===== src/design/pba_pkg.sv =====
// Overview of operation
// - the arbiter takes five requests, four from external bus masters and one from the core.
// - with the arbiter enabled, the grants for the external masters and the core come from here.
// - request 0 drives only while disabled, grant 0 is then an input, requests 3..1 never drive.
// - a strap sampled at power-up decides whether the arbiter is enabled.
// - software enables each requester and gives it high or low priority in a control register.
// - after reset the core is high priority and the four external requesters are low priority.
// - each group rotates round-robin and the whole low group is one member of the high rotation.
// - each requester sits in exactly one group and a low requester's high slot is skipped.
// - the bus parks on the core out of reset and later on the requester served last.
// - one last-served pointer per group advances whenever a new requester is granted.
// - high order is core, ext0, ext1, ext2, ext3, low group, searching after the last served.
// - at the end of a transaction requests are sampled; with none, pointers and grant stay put.
// - the winner follows rotation position only, never the order in which requests arrived.
// - a grant is withdrawn when the bus stays idle for a fixed number of cycles after it.
package pba_pkg;

    localparam int NUM_REQ = 5;
    localparam int NUM_HI_SLOTS = 6;
    localparam int IDX_W = 3;

    // register byte offsets
    localparam logic [7:0] CTRL_OFF = 8'h00;
    localparam logic [7:0] STAT_OFF = 8'h04;

    // control field positions and reset values
    localparam int CTRL_EN_LSB = 0;
    localparam int CTRL_HI_LSB = 8;
    localparam logic [4:0] EN_RST = 5'h1F;
    localparam logic [4:0] HI_RST = 5'h01;

    // status field positions
    localparam int STAT_ARB_ON_BIT = 0;
    localparam int STAT_GNT_BIT = 1;
    localparam int STAT_OWNER_LSB = 4;
    localparam int STAT_HPTR_LSB = 8;
    localparam int STAT_LPTR_LSB = 12;
    localparam int STAT_REQ_LSB = 16;

    // requester and slot indices, pointer reset values
    localparam logic [2:0] CORE_IDX = 3'h0;
    localparam logic [2:0] LOW_SLOT = 3'h5;
    localparam logic [2:0] HPTR_RST = 3'h0;
    localparam logic [2:0] LPTR_RST = 3'h4;

    // idle cycles before a grant is withdrawn
    localparam int IDLE_M_DEF = 16;
    localparam int IDLE_CNT_W = 16;

    typedef struct packed {
        logic [4:0] high;
        logic [4:0] enable;
    } pba_ctrl_t;

    typedef enum logic [2:0] {
        S_GNT = 3'b001,
        S_GAP = 3'b010,
        S_OFF = 3'b100
    } pba_state_t;

endpackage : pba_pkg


===== src/design/pba_rr_pick.sv =====
`timescale 1ns/1ns
module pba_rr_pick #(
    parameter int N = 6,
    parameter int W = 3
) (
    input wire logic [N-1:0] req_i,  // eligible requests
    input wire logic [W-1:0] last_i, // last served slot
    output logic valid_o,            // some request present
    output logic [W-1:0] win_o       // first slot after last_i
);

    // nearest slot is visited last so it overwrites farther hits
    always_comb begin
        int idx;
        idx = 0;
        valid_o = |req_i;
        win_o = '0;
        for (int k = N; k >= 1; k--) begin
            idx = (int'(last_i) + k) % N;
            if (req_i[idx]) begin
                win_o = W'(idx);
            end
        end
    end

endmodule : pba_rr_pick


===== src/design/pba_arbiter.sv =====
// The APB slave port and the placing of the registers were chosen for this implementation.
`timescale 1ns/1ns
module pba_arbiter #(
    parameter int IDLE_M = pba_pkg::IDLE_M_DEF
) (
    input wire logic sys_clk_i,                 // bus clock
    input wire logic reset_n_i,                 // sync reset, low
    input wire logic arbiter_powerup_strap_i,   // high enables arbiter
    // core side
    input wire logic core_req_i,                // core wants the bus
    output logic core_gnt_o,                    // core owns the bus
    // bus pins
    input wire logic [3:0] pci_req_n_i,         // request pins in
    output logic [3:0] pci_req_n_o,             // request pins out
    output logic [3:0] pci_req_n_oe_n_o,        // request drive, low
    input wire logic [3:0] pci_gnt_n_i,         // grant pins in
    output logic [3:0] pci_gnt_n_o,             // grant pins out
    output logic [3:0] pci_gnt_n_oe_n_o,        // grant drive, low
    input wire logic pci_frame_n_i,             // frame, low
    input wire logic pci_irdy_n_i,              // initiator ready, low
    // apb slave
    input wire logic [7:0] paddr_i,             // byte address
    input wire logic psel_i,                    // select
    input wire logic penable_i,                 // access phase
    input wire logic pwrite_i,                  // write
    input wire logic [31:0] pwdata_i,           // write data
    output logic [31:0] prdata_o,               // read data
    output logic pready_o,                      // ready
    output logic pslverr_o                      // unmapped address
);

    localparam int IW = pba_pkg::IDX_W;
    localparam int CW = pba_pkg::IDLE_CNT_W;
    localparam logic [CW-1:0] IDLE_LAST = CW'(IDLE_M - 1);

    // ---------------- state ----------------
    logic strap_r;
    pba_pkg::pba_ctrl_t ctrl_r;
    pba_pkg::pba_state_t state_r;
    pba_pkg::pba_state_t state_nxt;
    logic [IW-1:0] owner_r;
    logic [IW-1:0] owner_nxt;
    logic [IW-1:0] hptr_r;
    logic [IW-1:0] hptr_nxt;
    logic [IW-1:0] lptr_r;
    logic [IW-1:0] lptr_nxt;
    logic [CW-1:0] idle_cnt_r;
    logic [CW-1:0] idle_cnt_nxt;
    logic [4:0] gnt_r;
    logic [4:0] gnt_nxt;
    logic core_gnt_r;
    logic core_gnt_nxt;
    logic [3:0] req_out_r;
    logic [3:0] req_oe_n_r;
    logic [3:0] gnt_oe_n_r;
    logic [31:0] prdata_r;
    logic pready_r;
    logic pslverr_r;

    // ---------------- request shaping ----------------
    wire [4:0] req_raw;
    wire [4:0] req_ok;
    wire [4:0] req_hi;
    wire [4:0] req_lo;
    wire [5:0] hi_slots;

    assign req_raw = {~pci_req_n_i, core_req_i};
    assign req_ok = req_raw & ctrl_r.enable;
    // one bit decides the group, so a requester can never sit in both
    assign req_hi = req_ok & ctrl_r.high;
    assign req_lo = req_ok & ~ctrl_r.high;
    // the low group stands in a single slot after ext3
    assign hi_slots = {|req_lo, req_hi};

    // ---------------- round robin ----------------
    wire hi_valid;
    wire [IW-1:0] hi_win;
    wire lo_valid;
    wire [IW-1:0] lo_win;
    wire [IW-1:0] win_req;

    pba_rr_pick #(
        .N(pba_pkg::NUM_HI_SLOTS),
        .W(IW)
    ) u_hi_pick (
        .req_i(hi_slots),
        .last_i(hptr_r),
        .valid_o(hi_valid),
        .win_o(hi_win)
    );

    pba_rr_pick #(
        .N(pba_pkg::NUM_REQ),
        .W(IW)
    ) u_lo_pick (
        .req_i(req_lo),
        .last_i(lptr_r),
        .valid_o(lo_valid),
        .win_o(lo_win)
    );

    // winner depends on slot position only, not on arrival time
    assign win_req = (hi_win == pba_pkg::LOW_SLOT) ? lo_win : hi_win;

    // ---------------- bus observation ----------------
    wire bus_idle;
    wire owner_req;
    wire timeout;
    wire arb_fire;
    wire in_gnt;
    wire in_off;

    assign bus_idle = pci_frame_n_i & pci_irdy_n_i;
    assign owner_req = req_ok[owner_r];
    assign timeout = (idle_cnt_r == IDLE_LAST);
    assign in_gnt = (state_r == pba_pkg::S_GNT);
    assign in_off = (state_r == pba_pkg::S_OFF);
    // sample requests once the owner is done and the bus has gone idle
    assign arb_fire = bus_idle & ((in_gnt & (~owner_req | timeout)) | in_off);

    // ---------------- next state ----------------
    always_comb begin
        state_nxt = state_r;
        owner_nxt = owner_r;
        hptr_nxt = hptr_r;
        lptr_nxt = lptr_r;
        unique case (state_r)
            pba_pkg::S_GNT: begin
                if (arb_fire && hi_valid) begin
                    // grant moves, with one dead cycle for turnaround
                    state_nxt = pba_pkg::S_GAP;
                    owner_nxt = win_req;
                    hptr_nxt = hi_win;
                    if (hi_win == pba_pkg::LOW_SLOT) begin
                        lptr_nxt = lo_win;
                    end
                end else if (arb_fire && timeout) begin
                    state_nxt = pba_pkg::S_OFF;
                end
                // no request: stay parked, pointers untouched
            end
            pba_pkg::S_GAP: begin
                state_nxt = pba_pkg::S_GNT;
            end
            pba_pkg::S_OFF: begin
                if (arb_fire && hi_valid) begin
                    state_nxt = pba_pkg::S_GAP;
                    owner_nxt = win_req;
                    hptr_nxt = hi_win;
                    if (hi_win == pba_pkg::LOW_SLOT) begin
                        lptr_nxt = lo_win;
                    end
                end
            end
        endcase
    end

    // idle cycles are counted only while a grant is standing
    assign idle_cnt_nxt = (in_gnt && bus_idle && state_nxt == pba_pkg::S_GNT)
                          ? idle_cnt_r + CW'(1) : '0;

    // ---------------- grant drive ----------------
    wire gnt_live;
    wire [4:0] gnt_onehot;

    assign gnt_live = strap_r & (state_nxt == pba_pkg::S_GNT);
    assign gnt_onehot = 5'h01 << owner_nxt;
    assign gnt_nxt = gnt_live ? gnt_onehot : 5'h00;
    // disabled: the core's grant comes from the outside arbiter on grant 0
    assign core_gnt_nxt = strap_r ? gnt_nxt[0] : ~pci_gnt_n_i[0];

    // ---------------- apb decode ----------------
    wire apb_setup;
    wire hit_ctrl;
    wire hit_stat;
    wire apb_hit;
    wire wr_fire;
    wire [31:0] ctrl_word;
    wire [31:0] stat_word;
    wire [31:0] rd_word;

    assign apb_setup = psel_i & ~penable_i;
    assign hit_ctrl = (paddr_i == pba_pkg::CTRL_OFF);
    assign hit_stat = (paddr_i == pba_pkg::STAT_OFF);
    assign apb_hit = hit_ctrl | hit_stat;
    assign wr_fire = psel_i & penable_i & pready_r & pwrite_i & hit_ctrl;

    assign ctrl_word = (32'(ctrl_r.enable) << pba_pkg::CTRL_EN_LSB)
                     | (32'(ctrl_r.high) << pba_pkg::CTRL_HI_LSB);
    assign stat_word = (32'(strap_r) << pba_pkg::STAT_ARB_ON_BIT)
                     | (32'(|gnt_r) << pba_pkg::STAT_GNT_BIT)
                     | (32'(owner_r) << pba_pkg::STAT_OWNER_LSB)
                     | (32'(hptr_r) << pba_pkg::STAT_HPTR_LSB)
                     | (32'(lptr_r) << pba_pkg::STAT_LPTR_LSB)
                     | (32'(req_raw) << pba_pkg::STAT_REQ_LSB);
    assign rd_word = hit_ctrl ? ctrl_word : (hit_stat ? stat_word : 32'h0000_0000);

    // ---------------- flops ----------------
    // strap is caught while reset is held, not through a reset value
    always_ff @(posedge sys_clk_i) begin
        if (!reset_n_i) begin
            strap_r <= arbiter_powerup_strap_i;
        end
    end

    always_ff @(posedge sys_clk_i) begin
        if (!reset_n_i) begin
            ctrl_r.enable <= pba_pkg::EN_RST;
            ctrl_r.high <= pba_pkg::HI_RST;
        end else if (wr_fire) begin
            ctrl_r.enable <= pwdata_i[pba_pkg::CTRL_EN_LSB +: 5];
            ctrl_r.high <= pwdata_i[pba_pkg::CTRL_HI_LSB +: 5];
        end
    end

    always_ff @(posedge sys_clk_i) begin
        if (!reset_n_i) begin
            state_r <= pba_pkg::S_GNT;
            owner_r <= pba_pkg::CORE_IDX;
            hptr_r <= pba_pkg::HPTR_RST;
            lptr_r <= pba_pkg::LPTR_RST;
            idle_cnt_r <= '0;
        end else begin
            state_r <= state_nxt;
            owner_r <= owner_nxt;
            hptr_r <= hptr_nxt;
            lptr_r <= lptr_nxt;
            idle_cnt_r <= idle_cnt_nxt;
        end
    end

    always_ff @(posedge sys_clk_i) begin
        if (!reset_n_i) begin
            gnt_r <= 5'h00;
            core_gnt_r <= 1'b0;
            req_out_r <= 4'hF;
            req_oe_n_r <= 4'hF;
            gnt_oe_n_r <= 4'hF;
        end else begin
            gnt_r <= gnt_nxt;
            core_gnt_r <= core_gnt_nxt;
            req_out_r <= {3'h7, ~core_req_i};
            // requests 3..1 never drive; request 0 only for an outside arbiter
            req_oe_n_r <= {3'h7, strap_r};
            // grant pins drive only when this arbiter owns them
            gnt_oe_n_r <= {4{~strap_r}};
        end
    end

    // zero wait states: pready rises in the first access cycle
    always_ff @(posedge sys_clk_i) begin
        if (!reset_n_i) begin
            prdata_r <= 32'h0000_0000;
            pready_r <= 1'b0;
            pslverr_r <= 1'b0;
        end else begin
            pready_r <= apb_setup;
            pslverr_r <= apb_setup & ~apb_hit;
            if (apb_setup) begin
                prdata_r <= pwrite_i ? 32'h0000_0000 : rd_word;
            end
        end
    end

    // ---------------- outputs ----------------
    assign core_gnt_o = core_gnt_r;
    assign pci_req_n_o = req_out_r;
    assign pci_req_n_oe_n_o = req_oe_n_r;
    assign pci_gnt_n_o = ~gnt_r[4:1];
    assign pci_gnt_n_oe_n_o = gnt_oe_n_r;
    assign prdata_o = prdata_r;
    assign pready_o = pready_r;
    assign pslverr_o = pslverr_r;

endmodule : pba_arbiter


===== config.mk =====
export PLATFORM = sky130hd
export DESIGN_NAME = pba_arbiter
export DESIGN_NICKNAME = d
export VERILOG_FILES = /design/src/design/pba_pkg.sv /design/src/design/pba_rr_pick.sv /design/src/design/pba_arbiter.sv
export SDC_FILE = /design/constraint.sdc
export NUM_CORES = 1
export LEC_CHECK = 0
export ABC_AREA = 0
export BUFFER_PORTS_ARGS = -buffer_cell sky130_fd_sc_hd__buf_4
export CORE_MARGIN = 8
export CORE_UTILIZATION = 30
export DETAILED_ROUTE_END_ITERATION = 6
export PLACE_DENSITY = 0.45
export SLEW_MARGIN = 20
export SYNTH_ARGS = -nofsm -noshare
export SYNTH_HDL_FRONTEND = slang
export SYNTH_SLANG_ARGS = --single-unit

===== constraint.sdc =====
create_clock -name sys_clk_i -period 9 [get_ports sys_clk_i]
set_input_delay 2.7 -clock sys_clk_i [delete_from_list [all_inputs] [get_ports sys_clk_i]]
set_output_delay 2.7 -clock sys_clk_i [all_outputs]
set_load 0.01 [all_outputs]

Word-level counts from Yosys, hierarchy flattened. Cells that the tools add are included.

Magnitude comparators: 12. Multiplexer cells: 58. Shifts and indexed selects: 1. Bitwise gates (word level): 31. Reduce and logical (&&, ||, !) cells: 13. Equal/unequal tests: 7. $add $sub $neg: 12. Divide/modulo/power cells: 11.

Operators by type and width (count): 32-bit by 5-bit < comparator with 1-bit output, second input constant (11); 32-bit by 4-bit remainder unit with 32-bit output, second input constant (11); 21-bit 2-to-1 mux (3); 3-bit 2-to-1 mux (17); 1-bit binary-select mux with 3-bit select (12); 1-bit 2-to-1 mux (25); 15-bit by 21-bit OR with 21-bit output (1); 3-bit by 3-bit adder with 4-bit output, second input constant (5); 16-bit by 1-bit adder with 16-bit output, second input constant (1); 3-bit by 2-bit adder with 4-bit output, second input constant (4); 16-bit by 4-bit == test with 1-bit output, second input constant (1); 5-bit bitwise AND (3); 11-bit by 15-bit OR with 15-bit output (1); 5-bit by 13-bit OR with 13-bit output (1); 7-bit by 11-bit OR with 11-bit output (1); 1-bit bitwise AND (10); 10-bit OR reduction (1); 5-bit OR reduction (2); 3-bit case mux with 3 select lines (1); 3-bit by 1-bit adder with 4-bit output, second input constant (2); 8-bit by 3-bit == test with 1-bit output, second input constant (1); 8-bit zero test (1); 4-bit inverter (2); 2-bit by 7-bit OR with 7-bit output (1); other kinds (13) (27).

Flip-flop bits (word level): 88. Logic and storage cells: 164.

Longest topological paths before layout.
Depth in word-level cells: 20. Depth in mapped cells: 22.

By module. Synthesis repeated with hierarchy kept, for this count alone.

Cell total of the unflattened synthesis: 685. Area total of the unflattened synthesis: 5711.7 sq um.

Modules (own cells, without submodules): pba_arbiter (seq. area each 1391.3 sq um, cells each 336, area each 3015.4 sq um, times used 1); pba_rr_pick (u_lo_pick) (seq. area each 0.0 sq um, cells each 225, area each 1729.2 sq um, times used 1); pba_rr_pick (u_hi_pick) (seq. area each 0.0 sq um, cells each 124, area each 967.2 sq um, times used 1).

Least setup slack after synthesis. OpenSTA, ideal clock, no wires.

Kind: input to register. From: input core_req_i. To: register gnt_r[1]. Data required time: 8.883 ns. Buffers on the path: 1. Library setup time: 0.117 ns. Path slack: 3.930 ns. Cell stages on the path: 11. Arrival: 4.953 ns. Cell sequence: and3b_1 clkbuf_1 nor3_1 a22oi_1 mux2_2 a21oi_2 nor4bb_1 a211o_1 nand3b_2 o211ai_2 and4b_1.

Cells in the longest elaborated chain, start to end: 17. Elaborated cells on any way between the ends: 70. Those cells by class: eq/ne (2); shift (1); mux (53); bitwise (9); reduce/logical (5).

RTL lines: start, declared (RTL line pba_arbiter.sv:10) `input wire logic core_req_i,`; 5-bit bitwise AND (*) (RTL line pba_arbiter.sv:68) `assign req_ok = req_raw & ctrl_r.enable;`; 5-bit bitwise AND (RTL line pba_arbiter.sv:71) `assign req_lo = req_ok & ~ctrl_r.high;`; 5-bit OR reduction; 1-bit binary-select mux with 3-bit select (RTL line pba_rr_pick.sv:20) `if (req_i[idx]) begin`; 1-bit 2-to-1 mux (not written as such) (2 in series) (RTL line pba_rr_pick.sv:20); 3-bit 2-to-1 mux (6 in series) (RTL line pba_rr_pick.sv:20); 3-bit == test (RTL line pba_arbiter.sv:103) `assign win_req = (hi_win == pba_pkg::LOW_SLOT) ? lo_win : hi_win;`; 3-bit 2-to-1 mux (RTL line pba_arbiter.sv:103); 3-bit 2-to-1 mux (RTL line pba_arbiter.sv:129, pba_arbiter.sv:146); 3-bit 2-to-1 mux; 1-bit by 3-bit << shifter with 5-bit output (RTL line pba_arbiter.sv:167) `assign gnt_onehot = 5'h01 << owner_nxt;`; end signal, assigned (RTL line pba_arbiter.sv:240) `gnt_r <= gnt_nxt;`; end, declared (RTL line pba_arbiter.sv:49) `logic [4:0] gnt_r;`.

Mark *: on every way between the ends. The rest lies on a longest branch, timed or not. The select of a mux whose other input is x is not followed. A chain may end at the register's enable or synchronous reset.

Worst setup path after layout.
From: register lptr_r[0]. To: register gnt_r[1].

Cells in the longest elaborated chain, start to end: 14. Elaborated cells on any way between the ends: 34. Those cells by class: add/sub (5); div (5); shift (1); mux (23).

RTL lines: start, declared (RTL line pba_arbiter.sv:45) `logic [IW-1:0] lptr_r;`; start signal, assigned (RTL line pba_arbiter.sv:221) `lptr_r <= pba_pkg::LPTR_RST;`; start signal, assigned (RTL line pba_arbiter.sv:227) `lptr_r <= lptr_nxt;`; 3-bit by 3-bit adder with 4-bit output (RTL line pba_rr_pick.sv:19) `idx = (int'(last_i) + k) % N;`; 32-bit by 4-bit remainder unit with 32-bit output (RTL line pba_rr_pick.sv:19); 1-bit binary-select mux with 3-bit select (RTL line pba_rr_pick.sv:20); 1-bit 2-to-1 mux (not written as such) (2 in series) (RTL line pba_rr_pick.sv:20); 3-bit 2-to-1 mux (4 in series) (RTL line pba_rr_pick.sv:20); 3-bit 2-to-1 mux (*) (RTL line pba_rr_pick.sv:20); 3-bit 2-to-1 mux (*) (RTL line pba_arbiter.sv:103); 3-bit 2-to-1 mux (*) (RTL line pba_arbiter.sv:129, pba_arbiter.sv:146); 3-bit 2-to-1 mux (*); 1-bit by 3-bit << shifter with 5-bit output (*) (RTL line pba_arbiter.sv:167).

Marked as above.

==> impl_results.html <==
<table>
<tr><th>Metric</th><th>Value</th></tr>
<tr><th colspan="2">Status</th></tr>
<tr><td>Outcome</td><td>complete, no violations</td></tr>
<tr><th colspan="2">Critical path</th></tr>
<tr><td>WP buf/inv</td><td>4</td></tr>
<tr><td>Cell with the largest stage delay on the worst path</td><td>ha_1</td></tr>
<tr><td>Crit Path Category</td><td>register to register</td></tr>
<tr><td>Endpoint type of the worst setup path</td><td>register</td></tr>
<tr><td>CP max stage delay</td><td>0.79 ns</td></tr>
<tr><td>Required time at the worst-slack endpoint</td><td>9.27 ns</td></tr>
<tr><td>Max FO, Critical Path</td><td>28</td></tr>
<tr><td>Nature of the critical path startpoint</td><td>register</td></tr>
<tr><td>Critical path's top delay family</td><td>simple AND/OR/NAND/NOR gates</td></tr>
<tr><td>Critical path, cell by cell</td><td>buf_4 -&gt; inv_1 -&gt; ha_1 -&gt; inv_1 -&gt; ha_1 -&gt; nor2_1 -&gt; a21oi_1 -&gt; xnor2_2 -&gt; inv_1 -&gt; ha_1 -&gt; nand2b_1 -&gt; a21oi_1 -&gt; a21oi_4 -&gt; and4_1 -&gt; nor3_2 -&gt; a21o_1 -&gt; nor4bb_1 -&gt; or4b_4 -&gt; a31oi_4 -&gt; and4b_1</td></tr>
<tr><td>Data arrival time of the critical path</td><td>6.05 ns</td></tr>
<tr><th colspan="2">Synth</th></tr>
<tr><td>FFs w/ async S/R, synth</td><td>0%</td></tr>
<tr><td>Number of standard cells after synthesis</td><td>702</td></tr>
<tr><td>Part of the Yosys area used for sequential elements</td><td>24.4%</td></tr>
<tr><td>Total of flip-flops plus latches after synthesis</td><td>69</td></tr>
<tr><td>YS warnings</td><td>0</td></tr>
<tr><td>Avg Synthesized Cell Area</td><td>8.13 um^2</td></tr>
<tr><td>Top_reg_cell synth</td><td>dfxtp_1</td></tr>
<tr><td>Synth unique cells</td><td>99</td></tr>
<tr><td>Number of flops mapped to enable cells by yosys</td><td>1</td></tr>
<tr><td>Cell area after technology mapping</td><td>0.00571 mm^2</td></tr>
<tr><th colspan="2">Floorplan</th></tr>
<tr><td>Floorplan die area</td><td>0.0237 mm^2</td></tr>
<tr><td>Placement Rows</td><td>50</td></tr>
<tr><td>Effective utilization at floorplan</td><td>30.5%</td></tr>
<tr><td>I/O pin cnt</td><td>108</td></tr>
<tr><td>Vertical extent of the die</td><td>154 um</td></tr>
<tr><td>Die Width</td><td>154 um</td></tr>
<tr><td>Core area</td><td>0.0187 mm^2</td></tr>
<tr><th colspan="2">Timing</th></tr>
<tr><td>Clock period minus worst slack</td><td>5.78 ns</td></tr>
<tr><td>Setup skew after layout</td><td>0.00774 ns</td></tr>
<tr><td>Count of final max-slew check failures</td><td>0</td></tr>
<tr><td>Final period utilization</td><td>64.2%</td></tr>
<tr><td>Setup repair after global routing missed its margin</td><td>no</td></tr>
<tr><td>Highest attainable clock frequency</td><td>173 MHz</td></tr>
<tr><td>Slew Limit Headroom</td><td>27.4%</td></tr>
<tr><td>Aggregate negative setup slack</td><td>0 ns</td></tr>
<tr><td>Count of endpoints failing setup in the final report</td><td>0</td></tr>
<tr><td>Final Hold Vio Count</td><td>0</td></tr>
<tr><td>Slack of the critical path</td><td>3.22 ns</td></tr>
<tr><td>Slew at the pin with the worst max-slew slack</td><td>1.08 ns</td></tr>
<tr><th colspan="2">Global routing</th></tr>
<tr><td>Antenna violations before repair</td><td>0</td></tr>
<tr><td>Vias in the first global route</td><td>5372</td></tr>
<tr><td>Maximum number of pins on one net before global-route repair</td><td>33</td></tr>
<tr><td>Final global-route overflow total</td><td>0</td></tr>
<tr><td>Global-route wire length before repair</td><td>28100 um</td></tr>
<tr><td>Global-route total usage across every layer</td><td>14.3%</td></tr>
<tr><th colspan="2">CTS</th></tr>
<tr><td>Worst-Skew Late Latency</td><td>0.34 ns</td></tr>
<tr><td>Clock slew at reported path FFs</td><td>0.06 ns</td></tr>
<tr><td>Total CTS buffers</td><td>9</td></tr>
<tr><td>Post-cts sizing count</td><td>0</td></tr>
<tr><td>Number of buffers inserted for hold repair after clock tree synthesis</td><td>0</td></tr>
<tr><td>TritonCTS clock tree</td><td>yes</td></tr>
<tr><td>Maximum clock insertion buffer count</td><td>2</td></tr>
<tr><td>Number of clock sinks</td><td>69</td></tr>
<tr><td>H-tree depth</td><td>3</td></tr>
<tr><td>Clock root buffer</td><td>clkbuf_16</td></tr>
<tr><td>Post-CTS Repair Setup Buffers</td><td>0</td></tr>
<tr><th colspan="2">Detailed routing</th></tr>
<tr><td>Average detailed-routed wire length per instance</td><td>17.4 um</td></tr>
<tr><td>Total via count after detailed routing</td><td>5329</td></tr>
<tr><td>Routed wire length</td><td>17200 um</td></tr>
<tr><td>Total DRC errors in the routed layout</td><td>0</td></tr>
<tr><td>Detailed router's first-iteration violation count</td><td>256</td></tr>
<tr><td>Antenna violation net count after detailed routing</td><td>0</td></tr>
<tr><td>DRT Pass-1 Iters</td><td>5</td></tr>
<tr><td>Detail-routed via count per cell</td><td>5.39</td></tr>
<tr><th colspan="2">Place</th></tr>
<tr><td>Number of I/O port buffers</td><td>63</td></tr>
<tr><td>Setup Slack @ Placement</td><td>3.04 ns</td></tr>
<tr><td>Cell count after placement</td><td>972</td></tr>
<tr><td>Half-perimeter wire length after placement</td><td>13100 um</td></tr>
<tr><td>Routability congestion estimate</td><td>0.848</td></tr>
<tr><td>Post-place instance area</td><td>0.00629 mm^2</td></tr>
<tr><th colspan="2">Run</th></tr>
<tr><td>Reported max-cap violation count</td><td>0</td></tr>
<tr><th colspan="2">Layout</th></tr>
<tr><td>Share of final-layout standard cells stronger than drive strength 1</td><td>16.0%</td></tr>
<tr><td>Layout Area Growth over Synthesis</td><td>15.6%</td></tr>
<tr><td>Ant diodes</td><td>0</td></tr>
<tr><td>Final instance area</td><td>0.00660 mm^2</td></tr>
<tr><td>Number of nets at the end of the flow</td><td>845</td></tr>
<tr><td>Non-filler instance count after layout</td><td>988</td></tr>
<tr><th colspan="2">Power</th></tr>
<tr><td>Power per cell area</td><td>204 mW/mm^2</td></tr>
<tr><td>Overall power consumption</td><td>0.00134 W</td></tr>
<tr><td>Worst IR Drop VDD</td><td>0.138 mV</td></tr>
<tr><td>Leakage power figure</td><td>2.73 nW</td></tr>
<tr><th colspan="2">Worst hold path</th></tr>
<tr><td>Class of the tightest hold or removal check</td><td>register to register</td></tr>
</table>
worst paths after layout:
kind	from	end	slack, ns	cells after the start
max	lptr_r[0]	gnt_r[1]	3.22	20
min	idle_cnt_r[0]	idle_cnt_r[0]	0.45	1
max reg2reg	lptr_r[0]	gnt_r[1]	3.22	20
min reg2reg	idle_cnt_r[0]	idle_cnt_r[0]	0.45	1
final cells by class:
cell class	instances	area, um^2
Inverter	39	146
Multi-Input combinational cell	564	3970
Clock inverter	7	82.6
Tap cell	234	293
Fill cell	1968	12100
Timing Repair Buffer	66	495
Clock buffer	9	225
Sequential cell	69	1390
cells in the mapped netlist, drive strengths merged (10+ instances only):
| master | instances | area (um^2) |
|---|---|---|
| inv | 39 | 146 |
| nand3 | 21 | 105 |
| nand2b | 23 | 144 |
| buf | 33 | 238 |
| nand2 | 56 | 210 |
| ha | 39 | 488 |
| nor2b | 10 | 62.6 |
| nor2 | 75 | 282 |
| a21oi | 38 | 209 |
| mux2i | 24 | 240 |
| o21ai | 21 | 105 |
| xnor2 | 15 | 161 |
| clkbuf | 14 | 52.6 |
| a22oi | 11 | 82.6 |
| xor2 | 10 | 95.1 |
| dfxtp | 68 | 1360 |
| nor3 | 18 | 95.1 |
| and3 | 11 | 68.8 |
power by group:
part           leakage, nW  internal [W]  switching [W]
logic                 2.03      0.000260       0.000383
clock network        0.145      0.000219       0.000145
registers            0.560      0.000317      0.0000203
metrics by stage:
stage | hold WS, ns | utilization [%]
2_1_floorplan | 0.418 | -
3_3_place_gp | 0.429 | 33.6
3_5_place_dp | 0.439 | 33.6
4_1_cts | 0.452 | 35.3
5_1_grt | 0.480 | 35.3
6_report | 0.446 | 35.3
cells by family after synthesis:
family                   synth area share, %
AO/OA/AOI/OAI                           23.2
XOR/XNOR                                4.49
adder cells (fa/ha/maj)                 8.55
buffers and inverters                   7.65
flip-flops                              24.4
multiplexers                            5.78
other                                  0.132
AND/OR/NAND/NOR                         25.9
per-layer routing:
metal | part of all wire (%) | GRT usage, % | vias up
li1 | - | - | 2632
met1 | 47 | 18.2 | 2554
met2 | 48 | 24.8 | 126
met3 | 3.8 | 2.21 | 17
met4 | 0.79 | 3.64 | 0
met5 | 0 | 0 | -
cell usage in the layout (no fill, tap or decap), types with 6 or more instances in the layout:
cell / count
mux2i_1: 24
ha_1: 39
nor3_1: 16
buf_4: 66
nand3_1: 21
dfxtp_1: 68
conb_1: 19
nand2b_1: 23
a22oi_1: 11
nand2_1: 56
a311oi_1: 7
nand4_1: 8
nor2_1: 75
o21ai_0: 15
nor4_1: 6
o21ai_1: 6
a21oi_1: 35
a211oi_1: 7
xnor2_1: 11
a222oi_1: 7
a31oi_1: 6
inv_1: 37
xor2_1: 9
and3_1: 11
clkbuf_16: 9
nand3b_1: 6
nor2b_1: 10
flip-flops by register name (all words and copies together) (netlist names):
| signal | flops |
|---|---|
| prdata_o | 19 |
| idle_cnt_r | 16 |
| ctrl_r | 10 |
| gnt_r | 5 |
| hptr_r | 3 |
| lptr_r | 3 |
| owner_r | 3 |
| state_r | 3 |
| core_gnt_o | 1 |
| pci_gnt_n_oe_n_o | 1 |
| pci_req_n_o | 1 |
| pci_req_n_oe_n_o | 1 |
| pready_o | 1 |
| pslverr_o | 1 |
| strap_r | 1 |
Note: power is estimated with default switching activity, not from simulation.
